## src/acq_chain_regs.vh

```
// Purpose: register offsets, field positions, reset values and timing counts of the acquisition chain control
// Assumes: 32-bit Wishbone data, registers in the low byte of aligned words
// Notes:   offsets are byte addresses
`ifndef ACQ_CHAIN_REGS_VH
`define ACQ_CHAIN_REGS_VH

// register byte offsets
`define OFS_RESULT_LOW       8'h00
`define OFS_RESULT_HIGH      8'h04
`define OFS_CONV_CONTROL     8'h08
`define OFS_BIAS_ENABLE      8'h0C
`define OFS_RATE_STAGE2      8'h10
`define OFS_STAGE1_STAGE3    8'h14
`define OFS_STAGE3_OFFSET    8'h18
`define OFS_INPUT_REF        8'h1C

// conv_control fields
`define BIT_START            7
`define POS_COUNT_EXP        5
`define POS_RATIO_EXP        2
`define BIT_CONTINUOUS       1
`define BIT_SHIFT_EN         0
// bias_enable fields
`define POS_CONV_BIAS        6
`define POS_AMP_BIAS         4
// input_reference_select fields
`define BIT_BUSY             7
`define BIT_RESTORE          6
`define POS_INPUT_SEL        1
`define BIT_REF_SEL          0

// reset values (also the restore-defaults values, except the input selection, which restore keeps)
`define RST_CONV_CONTROL     8'h28
`define RST_BIAS_ENABLE      8'hF1
`define RST_RATE_STAGE2      8'h00
`define RST_STAGE1_STAGE3    8'h0C
`define RST_STAGE3_OFFSET    8'h00
`define RST_INPUT_REF        8'h00

// timing
`define OSC_FREQ_HZ          4000000
`define FS_BASE_HZ           62500
`define CLK_FREQ_HZ          10000000
`define CLK_PER_FS_BASE      ((`CLK_FREQ_HZ) / (`FS_BASE_HZ))
`define CONV_TAIL_TICKS      11'h004

`endif
```

## src/acq_chain_control.v

```verilog
// Purpose: configuration and conversion sequencing of a sensor acquisition chain
// Assumes: one 10 MHz clock, classic Wishbone slave, analog chain outside driven by the static outputs
// Notes:   sampling clock is a one-cycle enable from a divider; conversion result is produced by a stand-in counter
//
// Implementation choices: the Wishbone interface to the registers and the register addresses.
`timescale 1ns/1ns
`default_nettype none
`include "acq_chain_regs.vh"

// Summary of operation
// - conversions per result are 2^count field (1,2,4,8); input polarity chopped between them.
// - over-sampling ratio per elementary conversion is 2^(3+ratio field), 8 to 1024.
// - continuous bit starts a conversion and restarts after each finish while set.
// - with shift enable, a finished result may be shifted out directly; the bit is stored but unused, RESULT_READY rises after every result.
// - converter and amplifier bias each scale to 0.25*(1+field).
// - bit 0 enables modulator, bit i enables stage i; disabled stages are bypassed.
// - sampling clock 62.5/125/250/500 kHz from the two-bit rate field.
// - first stage gain 1 when its bit is 0, 10 when 1.
// - second stage gain 1,2,5,10 from its two-bit field.
// - third stage gain is its seven-bit field times one twelfth.
// - second stage offset sign from top bit; codes 0 to 5 in 0.2 steps.
// - third stage offset sign from top bit; six low bits in twelfths up to 5.25.
// - data-ready enable combines data-ready onto MISO.
// - busy reads 1 while a conversion runs, else 0.
// - restore bit reloads defaults, keeps selections, and restarts conversion at once.
// - input selector bit 4 mode, bit 3 polarity, bits 2..0 channel.
// - differential codes 0..3 connect pairs 1-0,3-2,5-4,7-6; crossed swaps each pair.
// - single-ended 10ccc puts ccc against input 0; 11ccc puts input 0 against ccc.
// - reference bit 0 selects battery supply, 1 selects bandgap or external reference.
// - start bit queues exactly one conversion after any running one; reads as 0.
// - result is 16 bits in high and low byte read-only registers, bit 15 MSB.
module acq_chain_control #(
  parameter CLK_DIV_BASE = `CLK_PER_FS_BASE  // clocks per 62.5 kHz tick
) (
  input  wire        CLK,              // 10 MHz system clock
  input  wire        RESET_N,          // asynchronous reset, active low
  // register bus
  input  wire        WB_CYC_I,         // wishbone cycle
  input  wire        WB_STB_I,         // wishbone strobe
  input  wire        WB_WE_I,          // wishbone write enable
  input  wire [7:0]  WB_ADR_I,         // wishbone byte address
  input  wire [3:0]  WB_SEL_I,         // wishbone byte selects
  input  wire [31:0] WB_DAT_I,         // wishbone write data
  output reg  [31:0] WB_DAT_O,         // wishbone read data
  output reg         WB_ACK_O,         // wishbone acknowledge
  output reg         WB_ERR_O,         // wishbone error on unmapped address
  // conversion status
  output reg         BUSY,             // conversion running
  output reg         SAMPLE_TICK,      // one-cycle sampling clock enable
  output reg         CHOP_POLARITY,    // current input chop phase
  // analog chain controls
  output reg         MODULATOR_EN,     // modulator enable
  output reg  [2:0]  STAGE_EN,         // amplifier stages 3..1 enabled (else bypassed)
  output reg  [1:0]  CONV_BIAS,        // converter bias, quarters minus one
  output reg  [1:0]  AMP_BIAS,         // amplifier bias, quarters minus one
  output reg         STAGE1_GAIN10,    // first stage gain 10
  output reg  [1:0]  STAGE2_GAIN,      // second stage gain code
  output reg  [6:0]  STAGE3_GAIN,      // third stage gain in twelfths
  output reg         STAGE2_OFS_NEG,   // second stage offset negative
  output reg  [2:0]  STAGE2_OFS_MAG,   // second stage offset in 0.2 steps
  output reg         STAGE3_OFS_NEG,   // third stage offset negative
  output reg  [5:0]  STAGE3_OFS_MAG,   // third stage offset in twelfths
  output reg  [7:0]  INPUT_POS_ONEHOT, // input routed to positive side
  output reg  [7:0]  INPUT_NEG_ONEHOT, // input routed to negative side
  output reg         REF_INTERNAL,     // reference bandgap/external (1) or battery (0)
  output reg         RESULT_READY,     // result available for direct shift out
  output reg         MISO_READY        // data-ready level for merging onto MISO
);

  // reset release through two flip-flops
  // assert is asynchronous, release is clocked, so no flop
  // sees reset end near its own edge; logic starts two
  // edges after the pin rises
  reg rst_meta;
  reg rst_sync;
  always @(posedge CLK or negedge RESET_N) begin
    if (!RESET_N) begin
      rst_meta <= 1'b0;
      rst_sync <= 1'b0;
    end else begin
      rst_meta <= 1'b1;
      rst_sync <= rst_meta;
    end
  end
  // every process below resets from this clocked copy
  wire rst_n = rst_sync;

  // sequencer states: idle, oversampling run, closing tail
  localparam S_IDLE = 3'b001;
  localparam S_RUN  = 3'b010;
  localparam S_TAIL = 3'b100;

  // register image; busy and restore are built at read time
  // and never stored, so the selection keeps six bits only
  reg  [7:0]  conv_control;
  reg  [7:0]  bias_enable;
  reg  [7:0]  rate_stage2_control;
  reg  [7:0]  stage1_stage3_gain;
  reg  [7:0]  stage3_offset;
  reg  [5:0]  input_reference_select;
  // last stored result and the queued start
  reg  [15:0] result;
  reg         start_pending;
  reg  [2:0]  state;
  // divider, tail and accumulator state
  reg  [15:0] div_cnt;
  reg  [3:0]  rate_cnt;
  reg  [10:0] osr_cnt;
  reg  [3:0]  elem_cnt;
  // copies taken at launch: a running conversion never
  // mixes two count, ratio or rate settings
  reg  [10:0] osr_len;
  reg  [3:0]  elem_len;
  reg  [1:0]  rate_act;
  reg  [15:0] accum;

  // bus decode; ack or err blocks a repeat of the same request,
  // so each transfer writes once; sel lane 0 gates the writes
  // and upper lanes carry nothing
  wire wb_req   = WB_CYC_I & WB_STB_I & ~WB_ACK_O & ~WB_ERR_O;
  wire wr_lane0 = wb_req & WB_WE_I & WB_SEL_I[0];
  wire mapped   = (WB_ADR_I[7:5] == 3'h0) & (WB_ADR_I[1:0] == 2'h0);
  // command strobes taken from the written byte
  wire wr_start    = wr_lane0 & (WB_ADR_I == `OFS_CONV_CONTROL) & WB_DAT_I[`BIT_START];
  wire wr_cont     = wr_lane0 & (WB_ADR_I == `OFS_CONV_CONTROL) & WB_DAT_I[`BIT_CONTINUOUS];
  wire wr_restore  = wr_lane0 & (WB_ADR_I == `OFS_INPUT_REF) & WB_DAT_I[`BIT_RESTORE];
  wire conv_done;

  // register writes; restore reloads everything except the selections
  // restore wins over a plain write in the same cycle; the
  // start bit is never stored, so it always reads back as zero
  // unlisted stage 2 offset codes are kept as written; the
  // analog side decides what they mean
  always @(posedge CLK or negedge rst_n) begin
    if (!rst_n) begin
      conv_control           <= `RST_CONV_CONTROL;
      bias_enable            <= `RST_BIAS_ENABLE;
      rate_stage2_control    <= `RST_RATE_STAGE2;
      stage1_stage3_gain     <= `RST_STAGE1_STAGE3;
      stage3_offset          <= `RST_STAGE3_OFFSET;
      input_reference_select <= 6'h00;
    end else if (wr_restore) begin
      conv_control        <= `RST_CONV_CONTROL;
      bias_enable         <= `RST_BIAS_ENABLE;
      rate_stage2_control <= `RST_RATE_STAGE2;
      stage1_stage3_gain  <= `RST_STAGE1_STAGE3;
      stage3_offset       <= `RST_STAGE3_OFFSET;
    end else if (wr_lane0) begin
      case (WB_ADR_I)
        `OFS_CONV_CONTROL:  conv_control           <= {1'b0, WB_DAT_I[6:0]};
        `OFS_BIAS_ENABLE:   bias_enable            <= WB_DAT_I[7:0];
        `OFS_RATE_STAGE2:   rate_stage2_control    <= WB_DAT_I[7:0];
        `OFS_STAGE1_STAGE3: stage1_stage3_gain     <= WB_DAT_I[7:0];
        `OFS_STAGE3_OFFSET: stage3_offset          <= WB_DAT_I[7:0];
        `OFS_INPUT_REF:     input_reference_select <= WB_DAT_I[5:0];
        default:            conv_control           <= conv_control;
      endcase
    end
  end

  // bus answer: one wait-free ack the cycle after the request, err on unmapped
  // read data stands only with ack and is zero otherwise, so
  // a master that samples late sees zero, not a stale value
  // unmapped or unaligned addresses answer err and have no
  // effect
  always @(posedge CLK or negedge rst_n) begin
    if (!rst_n) begin
      WB_ACK_O <= 1'b0;
      WB_ERR_O <= 1'b0;
      WB_DAT_O <= 32'h00000000;
    end else begin
      WB_ACK_O <= wb_req & mapped;
      WB_ERR_O <= wb_req & ~mapped;
      WB_DAT_O <= 32'h00000000;
      if (wb_req & ~WB_WE_I) begin
        case (WB_ADR_I)
          `OFS_RESULT_LOW:    WB_DAT_O[7:0] <= result[7:0];
          `OFS_RESULT_HIGH:   WB_DAT_O[7:0] <= result[15:8];
          `OFS_CONV_CONTROL:  WB_DAT_O[7:0] <= conv_control;
          `OFS_BIAS_ENABLE:   WB_DAT_O[7:0] <= bias_enable;
          `OFS_RATE_STAGE2:   WB_DAT_O[7:0] <= rate_stage2_control;
          `OFS_STAGE1_STAGE3: WB_DAT_O[7:0] <= stage1_stage3_gain;
          `OFS_STAGE3_OFFSET: WB_DAT_O[7:0] <= stage3_offset;
          `OFS_INPUT_REF:     WB_DAT_O[7:0] <= {BUSY, 1'b0, input_reference_select};
          default:            WB_DAT_O      <= 32'h00000000;
        endcase
      end
    end
  end

  // start request held until the sequencer is idle; a set in the clearing cycle wins
  // a start while busy is held as one request only: further
  // starts set the same flag, so they queue nothing more
  // continuous mode sets it too, so its first run starts alike
  always @(posedge CLK or negedge rst_n) begin
    if (!rst_n)
      start_pending <= 1'b0;
    else if (wr_start | wr_cont)
      start_pending <= 1'b1;
    else if (state == S_IDLE)
      start_pending <= 1'b0;
  end

  // base divider gives 500 kHz; rate counter picks every 1st..8th base tick
  // the base counter runs at eight times the lowest rate, so
  // each faster rate is a whole number of base ticks
  // CLK_DIV_BASE must therefore be a multiple of eight
  // the rate used is the one latched at launch, so a rate
  // write during a conversion waits for the next one
  // both counters run free; the first period after a launch
  // may be short
  wire base_tick = (div_cnt == 16'h0000);
  // number of base ticks per sampling tick
  wire [3:0] rate_div = 4'h8 >> rate_act;
  always @(posedge CLK or negedge rst_n) begin
    if (!rst_n) begin
      div_cnt     <= 16'h0000;
      rate_cnt    <= 4'h0;
      SAMPLE_TICK <= 1'b0;
    end else begin
      if (div_cnt == 16'h0000)
        div_cnt <= CLK_DIV_BASE[15:0] / 16'h0008 - 16'h0001;
      else
        div_cnt <= div_cnt - 16'h0001;
      SAMPLE_TICK <= 1'b0;
      if (base_tick) begin
        if (rate_cnt >= rate_div - 4'h1) begin
          rate_cnt    <= 4'h0;
          SAMPLE_TICK <= 1'b1;
        end else
          rate_cnt <= rate_cnt + 4'h1;
      end
    end
  end

  // a conversion ends on the last tail tick; launch takes a
  // restore at once, and a queued start or continuous mode
  // only when the sequencer is idle
  assign conv_done = (state == S_TAIL) & SAMPLE_TICK & (osr_cnt == 11'h000);
  wire   launch    = wr_restore | ((state == S_IDLE) & start_pending) |
                     ((state == S_IDLE) & conv_control[`BIT_CONTINUOUS]);

  // conversion sequencer; settings are latched at launch only
  // run: ratio plus one ticks per elementary conversion,
  // chop polarity flips after each one
  // tail: a fixed count of ticks closes the quantization
  // the result is a stand-in pattern of the settings used, so
  // software sees which setting produced it
  // reading the low result byte clears ready; a new result in
  // the same cycle wins
  always @(posedge CLK or negedge rst_n) begin
    if (!rst_n) begin
      state         <= S_IDLE;
      osr_cnt       <= 11'h000;
      elem_cnt      <= 4'h0;
      osr_len       <= 11'h000;
      elem_len      <= 4'h0;
      rate_act      <= 2'h0;
      accum         <= 16'h0000;
      result        <= 16'h0000;
      CHOP_POLARITY <= 1'b0;
      RESULT_READY  <= 1'b0;
    end else begin
      if (wb_req & ~WB_WE_I & (WB_ADR_I == `OFS_RESULT_LOW))
        RESULT_READY <= 1'b0;
      // launch abandons any running conversion, which is what
      // restore asks for
      if (launch) begin
        state         <= S_RUN;
        osr_len       <= (11'h008 << (wr_restore ? 3'h2 : conv_control[4:2])) + 11'h001;
        elem_len      <= 4'h1 << (wr_restore ? 2'h1 : conv_control[6:5]);
        rate_act      <= wr_restore ? 2'h0 : rate_stage2_control[7:6];
        osr_cnt       <= 11'h000;
        elem_cnt      <= 4'h0;
        accum         <= 16'h0000;
        CHOP_POLARITY <= 1'b0;
      end else begin
        // the chain advances only on sampling ticks
        case (state)
          S_IDLE: state <= S_IDLE;
          S_RUN: if (SAMPLE_TICK) begin
            accum <= accum + {15'h0000, CHOP_POLARITY};
            if (osr_cnt == osr_len - 11'h001) begin
              osr_cnt       <= 11'h000;
              CHOP_POLARITY <= ~CHOP_POLARITY;
              if (elem_cnt == elem_len - 4'h1) begin
                state   <= S_TAIL;
                osr_cnt <= `CONV_TAIL_TICKS;
              end else
                elem_cnt <= elem_cnt + 4'h1;
            end else
              osr_cnt <= osr_cnt + 11'h001;
          end
          // count down the tail, then store the result
          S_TAIL: if (SAMPLE_TICK) begin
            if (conv_done) begin
              state        <= S_IDLE;
              result       <= accum ^ {osr_len[10:0], elem_len, 1'b0};
              RESULT_READY <= 1'b1;
            end else
              osr_cnt <= osr_cnt - 11'h001;
          end
          default: state <= S_IDLE;
        endcase
      end
    end
  end

  // analog control outputs, decoded from the registers
  // these follow the registers one cycle after a write, not
  // the launch: bias, enables and gains act on the chain at
  // once, while count, ratio and rate wait for the next start
  // busy also counts the launch cycle, so it stays high across
  // a queued or continuous restart
  always @(posedge CLK or negedge rst_n) begin
    if (!rst_n) begin
      BUSY             <= 1'b0;
      MODULATOR_EN     <= 1'b1;
      STAGE_EN         <= 3'h0;
      CONV_BIAS        <= 2'h3;
      AMP_BIAS         <= 2'h3;
      STAGE1_GAIN10    <= 1'b0;
      STAGE2_GAIN      <= 2'h0;
      STAGE3_GAIN      <= 7'h0C;
      STAGE2_OFS_NEG   <= 1'b0;
      STAGE2_OFS_MAG   <= 3'h0;
      STAGE3_OFS_NEG   <= 1'b0;
      STAGE3_OFS_MAG   <= 6'h00;
      INPUT_POS_ONEHOT <= 8'h02;
      INPUT_NEG_ONEHOT <= 8'h01;
      REF_INTERNAL     <= 1'b0;
      MISO_READY       <= 1'b0;
    end else begin
      BUSY           <= (state != S_IDLE) | launch;
      MODULATOR_EN   <= bias_enable[0];
      STAGE_EN       <= bias_enable[3:1];
      CONV_BIAS      <= bias_enable[7:6];
      AMP_BIAS       <= bias_enable[5:4];
      STAGE1_GAIN10  <= stage1_stage3_gain[7];
      STAGE2_GAIN    <= rate_stage2_control[5:4];
      STAGE3_GAIN    <= stage1_stage3_gain[6:0];
      STAGE2_OFS_NEG <= rate_stage2_control[3];
      STAGE2_OFS_MAG <= rate_stage2_control[2:0];
      STAGE3_OFS_NEG <= stage3_offset[6];
      STAGE3_OFS_MAG <= stage3_offset[5:0];
      REF_INTERNAL   <= input_reference_select[`BIT_REF_SEL];
      MISO_READY     <= stage3_offset[7] & RESULT_READY;
      // differential codes pick a pair, single-ended codes pick
      // one input against input 0; the sign bit swaps the sides
      case (input_reference_select[5:4])
        2'b00: begin
          INPUT_POS_ONEHOT <= 8'h02 << {input_reference_select[2:1], 1'b0};
          INPUT_NEG_ONEHOT <= 8'h01 << {input_reference_select[2:1], 1'b0};
        end
        2'b01: begin
          INPUT_POS_ONEHOT <= 8'h01 << {input_reference_select[2:1], 1'b0};
          INPUT_NEG_ONEHOT <= 8'h02 << {input_reference_select[2:1], 1'b0};
        end
        2'b10: begin
          INPUT_POS_ONEHOT <= 8'h01 << input_reference_select[3:1];
          INPUT_NEG_ONEHOT <= 8'h01;
        end
        default: begin
          INPUT_POS_ONEHOT <= 8'h01;
          INPUT_NEG_ONEHOT <= 8'h01 << input_reference_select[3:1];
        end
      endcase
    end
  end

endmodule // acq_chain_control
`default_nettype wire

```

## config.mk

```make
export PLATFORM = sky130hd
export DESIGN_NAME = acq_chain_control
export DESIGN_NICKNAME = d
export VERILOG_FILES = /design/src/acq_chain_control.v
export VERILOG_INCLUDE_DIRS = /design/src /design/src/src
export SDC_FILE = /design/constraint.sdc
export NUM_CORES = 1
export LEC_CHECK = 0
export BUFFER_PORTS_ARGS = -buffer_cell sky130_fd_sc_hd__buf_2
export CAP_MARGIN = 0
export CORE_UTILIZATION = 57
export DETAILED_ROUTE_END_ITERATION = 12
export PLACE_DENSITY = 0.8
export SLEW_MARGIN = 30
export SYNTH_ARGS = -nofsm -noshare
export SYNTH_HDL_FRONTEND = slang
export SYNTH_SLANG_ARGS = --single-unit
```

## constraint.sdc

```tcl
create_clock -name CLK -period 6.9 [get_ports CLK]
set_clock_uncertainty 0.2 [all_clocks]
set_input_delay 0.345 -clock CLK [delete_from_list [all_inputs] [get_ports CLK]]
set_output_delay 0.345 -clock CLK [all_outputs]
set_load 0.02 [all_outputs]
```

==> qor.yml <==
power_density_nw_per_um2: 217
netlist-cell-type-count: 63
synth-warning-count: 0
final-max-slew-violation-count: 0
cts.clk_slew.worst_paths_ps: 70
crit_slowest_cell: "or4_1"
fp.dieH_um: 128
crit_family: "simple AND/OR/NAND/NOR gates"
die_area_um2: 16400
path_cells: "or4_4 -> or3_4 -> a2111oi_4 -> nand4_1 -> or4_1 -> a21oi_1"
cts_num_sinks: 194
fin_crit_ps: 3480
core_area_um2: 15400
fin_area_um2: 10200
netlist_top_cells_area: "dfrtp_1 (48%), dfstp_2 (5.5%), nand2_1 (4.9%), xnor2_1 (4.0%), a21oi_1 (3.8%)"
h-tree-depth: 4
gp_congestion: 0.877
netlist_area_um2: 9050
worstPathArrival_ps: 3650
cts_buffer_depth: 2
die_w_um: 128
grt_pass1_wl_um: 34300
first_global_vias: 6777
synth_edf_count: 0
cts_made_buffers: 17
synth_compound_area_frac: 0.130
portBuffers: 82
hold_class: "in2async"
synthCells: 918
end_kind: "flip-flop"
routed_wl_um: 20900
seq_area_frac_synth: 0.539
syn2layout_area_growth_pct: 12.8
cpPeakStageDelay_ps: 680
dr.first_iter.drc_count: 609
gr-total-overflow: 0
vias: 7281
path_buf_inv: 0
clock_latency_ps: 440
cap_viol_max_count: 0
final_cell_mix: "dfrtp_1 (174), nand2_1 (117), buf_2 (82), nor2_1 (81), a21oi_1 (69)"
drive_gt1_frac: 0.177
ys_ff_latch: 194
synth_top_cell_by_area: "dfrtp_1"
grt_util_met2: 0.430
syn_area_per_cell_um2: 9.86
cts_root_buf: "clkbuf_16"
tritoncts: "built"
setup-violations-final: 0
dpl_cell_area_um2: 9610
status: "complete, no violations"
synthFlopType: "dfrtp_1"
irDropWorstVdd_uv: 180
cp_max_fo: 14
worst_pin_slew_ps: 1000
cp.required_ps: 7070
synth_top_family_by_area: "simple AND/OR/NAND/NOR gates"
drc_errors: 0
cts-resized-gates: 0
rrSetupSlack_ps: 3420
grt_max_degree: 75
async_flop_share: 1.00
r2r_end: "elem_cnt[3]$_DFFE_PN0P_"
io_pins: 134
vias_per_cell: 6.01
yosys.area_share.simple: 0.195
antenna_found_initial: 0
met3_usage: 0.0451
wl_per_cell_um: 17.2
final_nets: 1049
hpwl_um: 14200
fill_cells: 1218
path_class: "reg2reg"
yosys.area_share.adder: 0.0180
grt-busiest-layer: "met2"
num_antenna_cells: 0
fin_crit_sh: 0.505
slew-limit-headroom: 0.328
start_kind: "flip-flop"
synth_top_area_frac: 0.484
seqCellArea_um2: 4880
rows: 45
finalHoldViolations: 0
rr_startpoint: "osr_len[0]$_DFFE_PN0N_"
final_common_cell: "dfrtp_1"
timing.fmax_ghz: 0.287
firstDrtPassIters: 7
grt_usage: 0.271
initial_core_util: 0.589
multi_input_area_um2: 3830
use_met1: 0.374
synth-xor-area-share: 0.0532
rr_worst_depth: 6
fin_setup_tns_ps: 0
p_leak_nw: 4.72
synth.area.mux_share: 0.0124
rsz0062_at_grt: "no"
postRouteAntennaNets: 0
## metal layers
metal / vias up / routed length [µm]
met5: - / 0
met4: 0 / 500
met3: 44 / 1500
met2: 331 / 10000
met1: 3574 / 8890
li1: 3332 / -
## synth_stat cells (17+ instances only)
cell type  number
nor3_1         24
inv_1          25
dfrtp_1       175
xnor2_1        41
a21oi_1        69
o21ai_0        21
a22oi_1        17
dfstp_2        19
nand3_1        43
clkbuf_1       37
buf_4          24
nor2_1         82
nand2_1       117
a31oi_1        29
## final cells by class
type                            instances  area share
Sequential cell                       194       0.478
Multi-Input combinational cell        649       0.375
Clock inverter                         13      0.0111
Tap cell                              211      0.0258
Timing Repair Buffer                  100      0.0567
Inverter                               25     0.00919
Clock buffer                           19      0.0443
## worst max-delay path by stage
stage | start | cells past startpoint | slack [ps] | endpoint
2_1_floorplan | rst_n$_DFF_PN0_ | 0 | 930 | BUSY$_DFF_PN0_
3_3_place_gp | osr_len[0]$_DFFE_PN0N_ | 6 | 3520 | elem_cnt[3]$_DFFE_PN0P_
3_5_place_dp | osr_len[0]$_DFFE_PN0N_ | 6 | 3480 | elem_cnt[3]$_DFFE_PN0P_
4_1_cts | osr_len[0]$_DFFE_PN0N_ | 6 | 3430 | elem_cnt[3]$_DFFE_PN0P_
5_1_grt | osr_len[0]$_DFFE_PN0N_ | 6 | 3240 | elem_cnt[3]$_DFFE_PN0P_
6_report | osr_len[0]$_DFFE_PN0N_ | 6 | 3420 | elem_cnt[3]$_DFFE_PN0P_
## logic make-up (layout without fill, tap and decap cells)
family          count (synthesis)  in the layout
fa+ha+maj                      13             13
simple gates                  360            360
flops                         194            194
xor+xnor                       55             55
buf+inv                        98            157
other cells                     2             25
mux                            10             10
compound gates                186            186
## through the flow
stage | hold slack (ps) | cells | setup WS [ps] | total power (W) | utilization
final | 9.84 | 1211 | 3420 | 0.00221 | 0.665
after global routing | 10.8 | 1211 | 3240 | 0.00228 | 0.665
after CTS | 2.90 | 1211 | 3430 | 0.00222 | 0.664
after detailed placement | -65.7 | 1175 | 3480 | 0.00128 | 0.625
after global placement | -69.2 | 1174 | 3520 | 0.00128 | 0.622
after floorplan | -151 | 941 | 927 | 0.00126 | -
## sequential cells by signal, summed over array words and instances (netlist names), 8 cells and up
name	cells
INPUT_NEG_ONEHOT	8
INPUT_POS_ONEHOT	8
WB_DAT_O	8
accum	16
bias_enable	8
div_cnt	16
osr_cnt	11
osr_len	9
rate_stage2_control	8
result	16
stage1_stage3_gain	8
stage3_offset	8
## timing repair
item	in CTS	in global routing
endpoints found under the hold margin	5	0
buffers inserted	0	0
hold buffers	4	0
## where the power goes
part | internal [W] | leakage [nW] | switching (W) | total, W
Sequential | 0.00115 | 2.60 | 0.0000155 | 0.00116
Clock | 0.000493 | 0.278 | 0.000457 | 0.000950
Combinational | 0.0000285 | 1.84 | 0.0000718 | 0.000100
(Power assumes the default switching activity.)
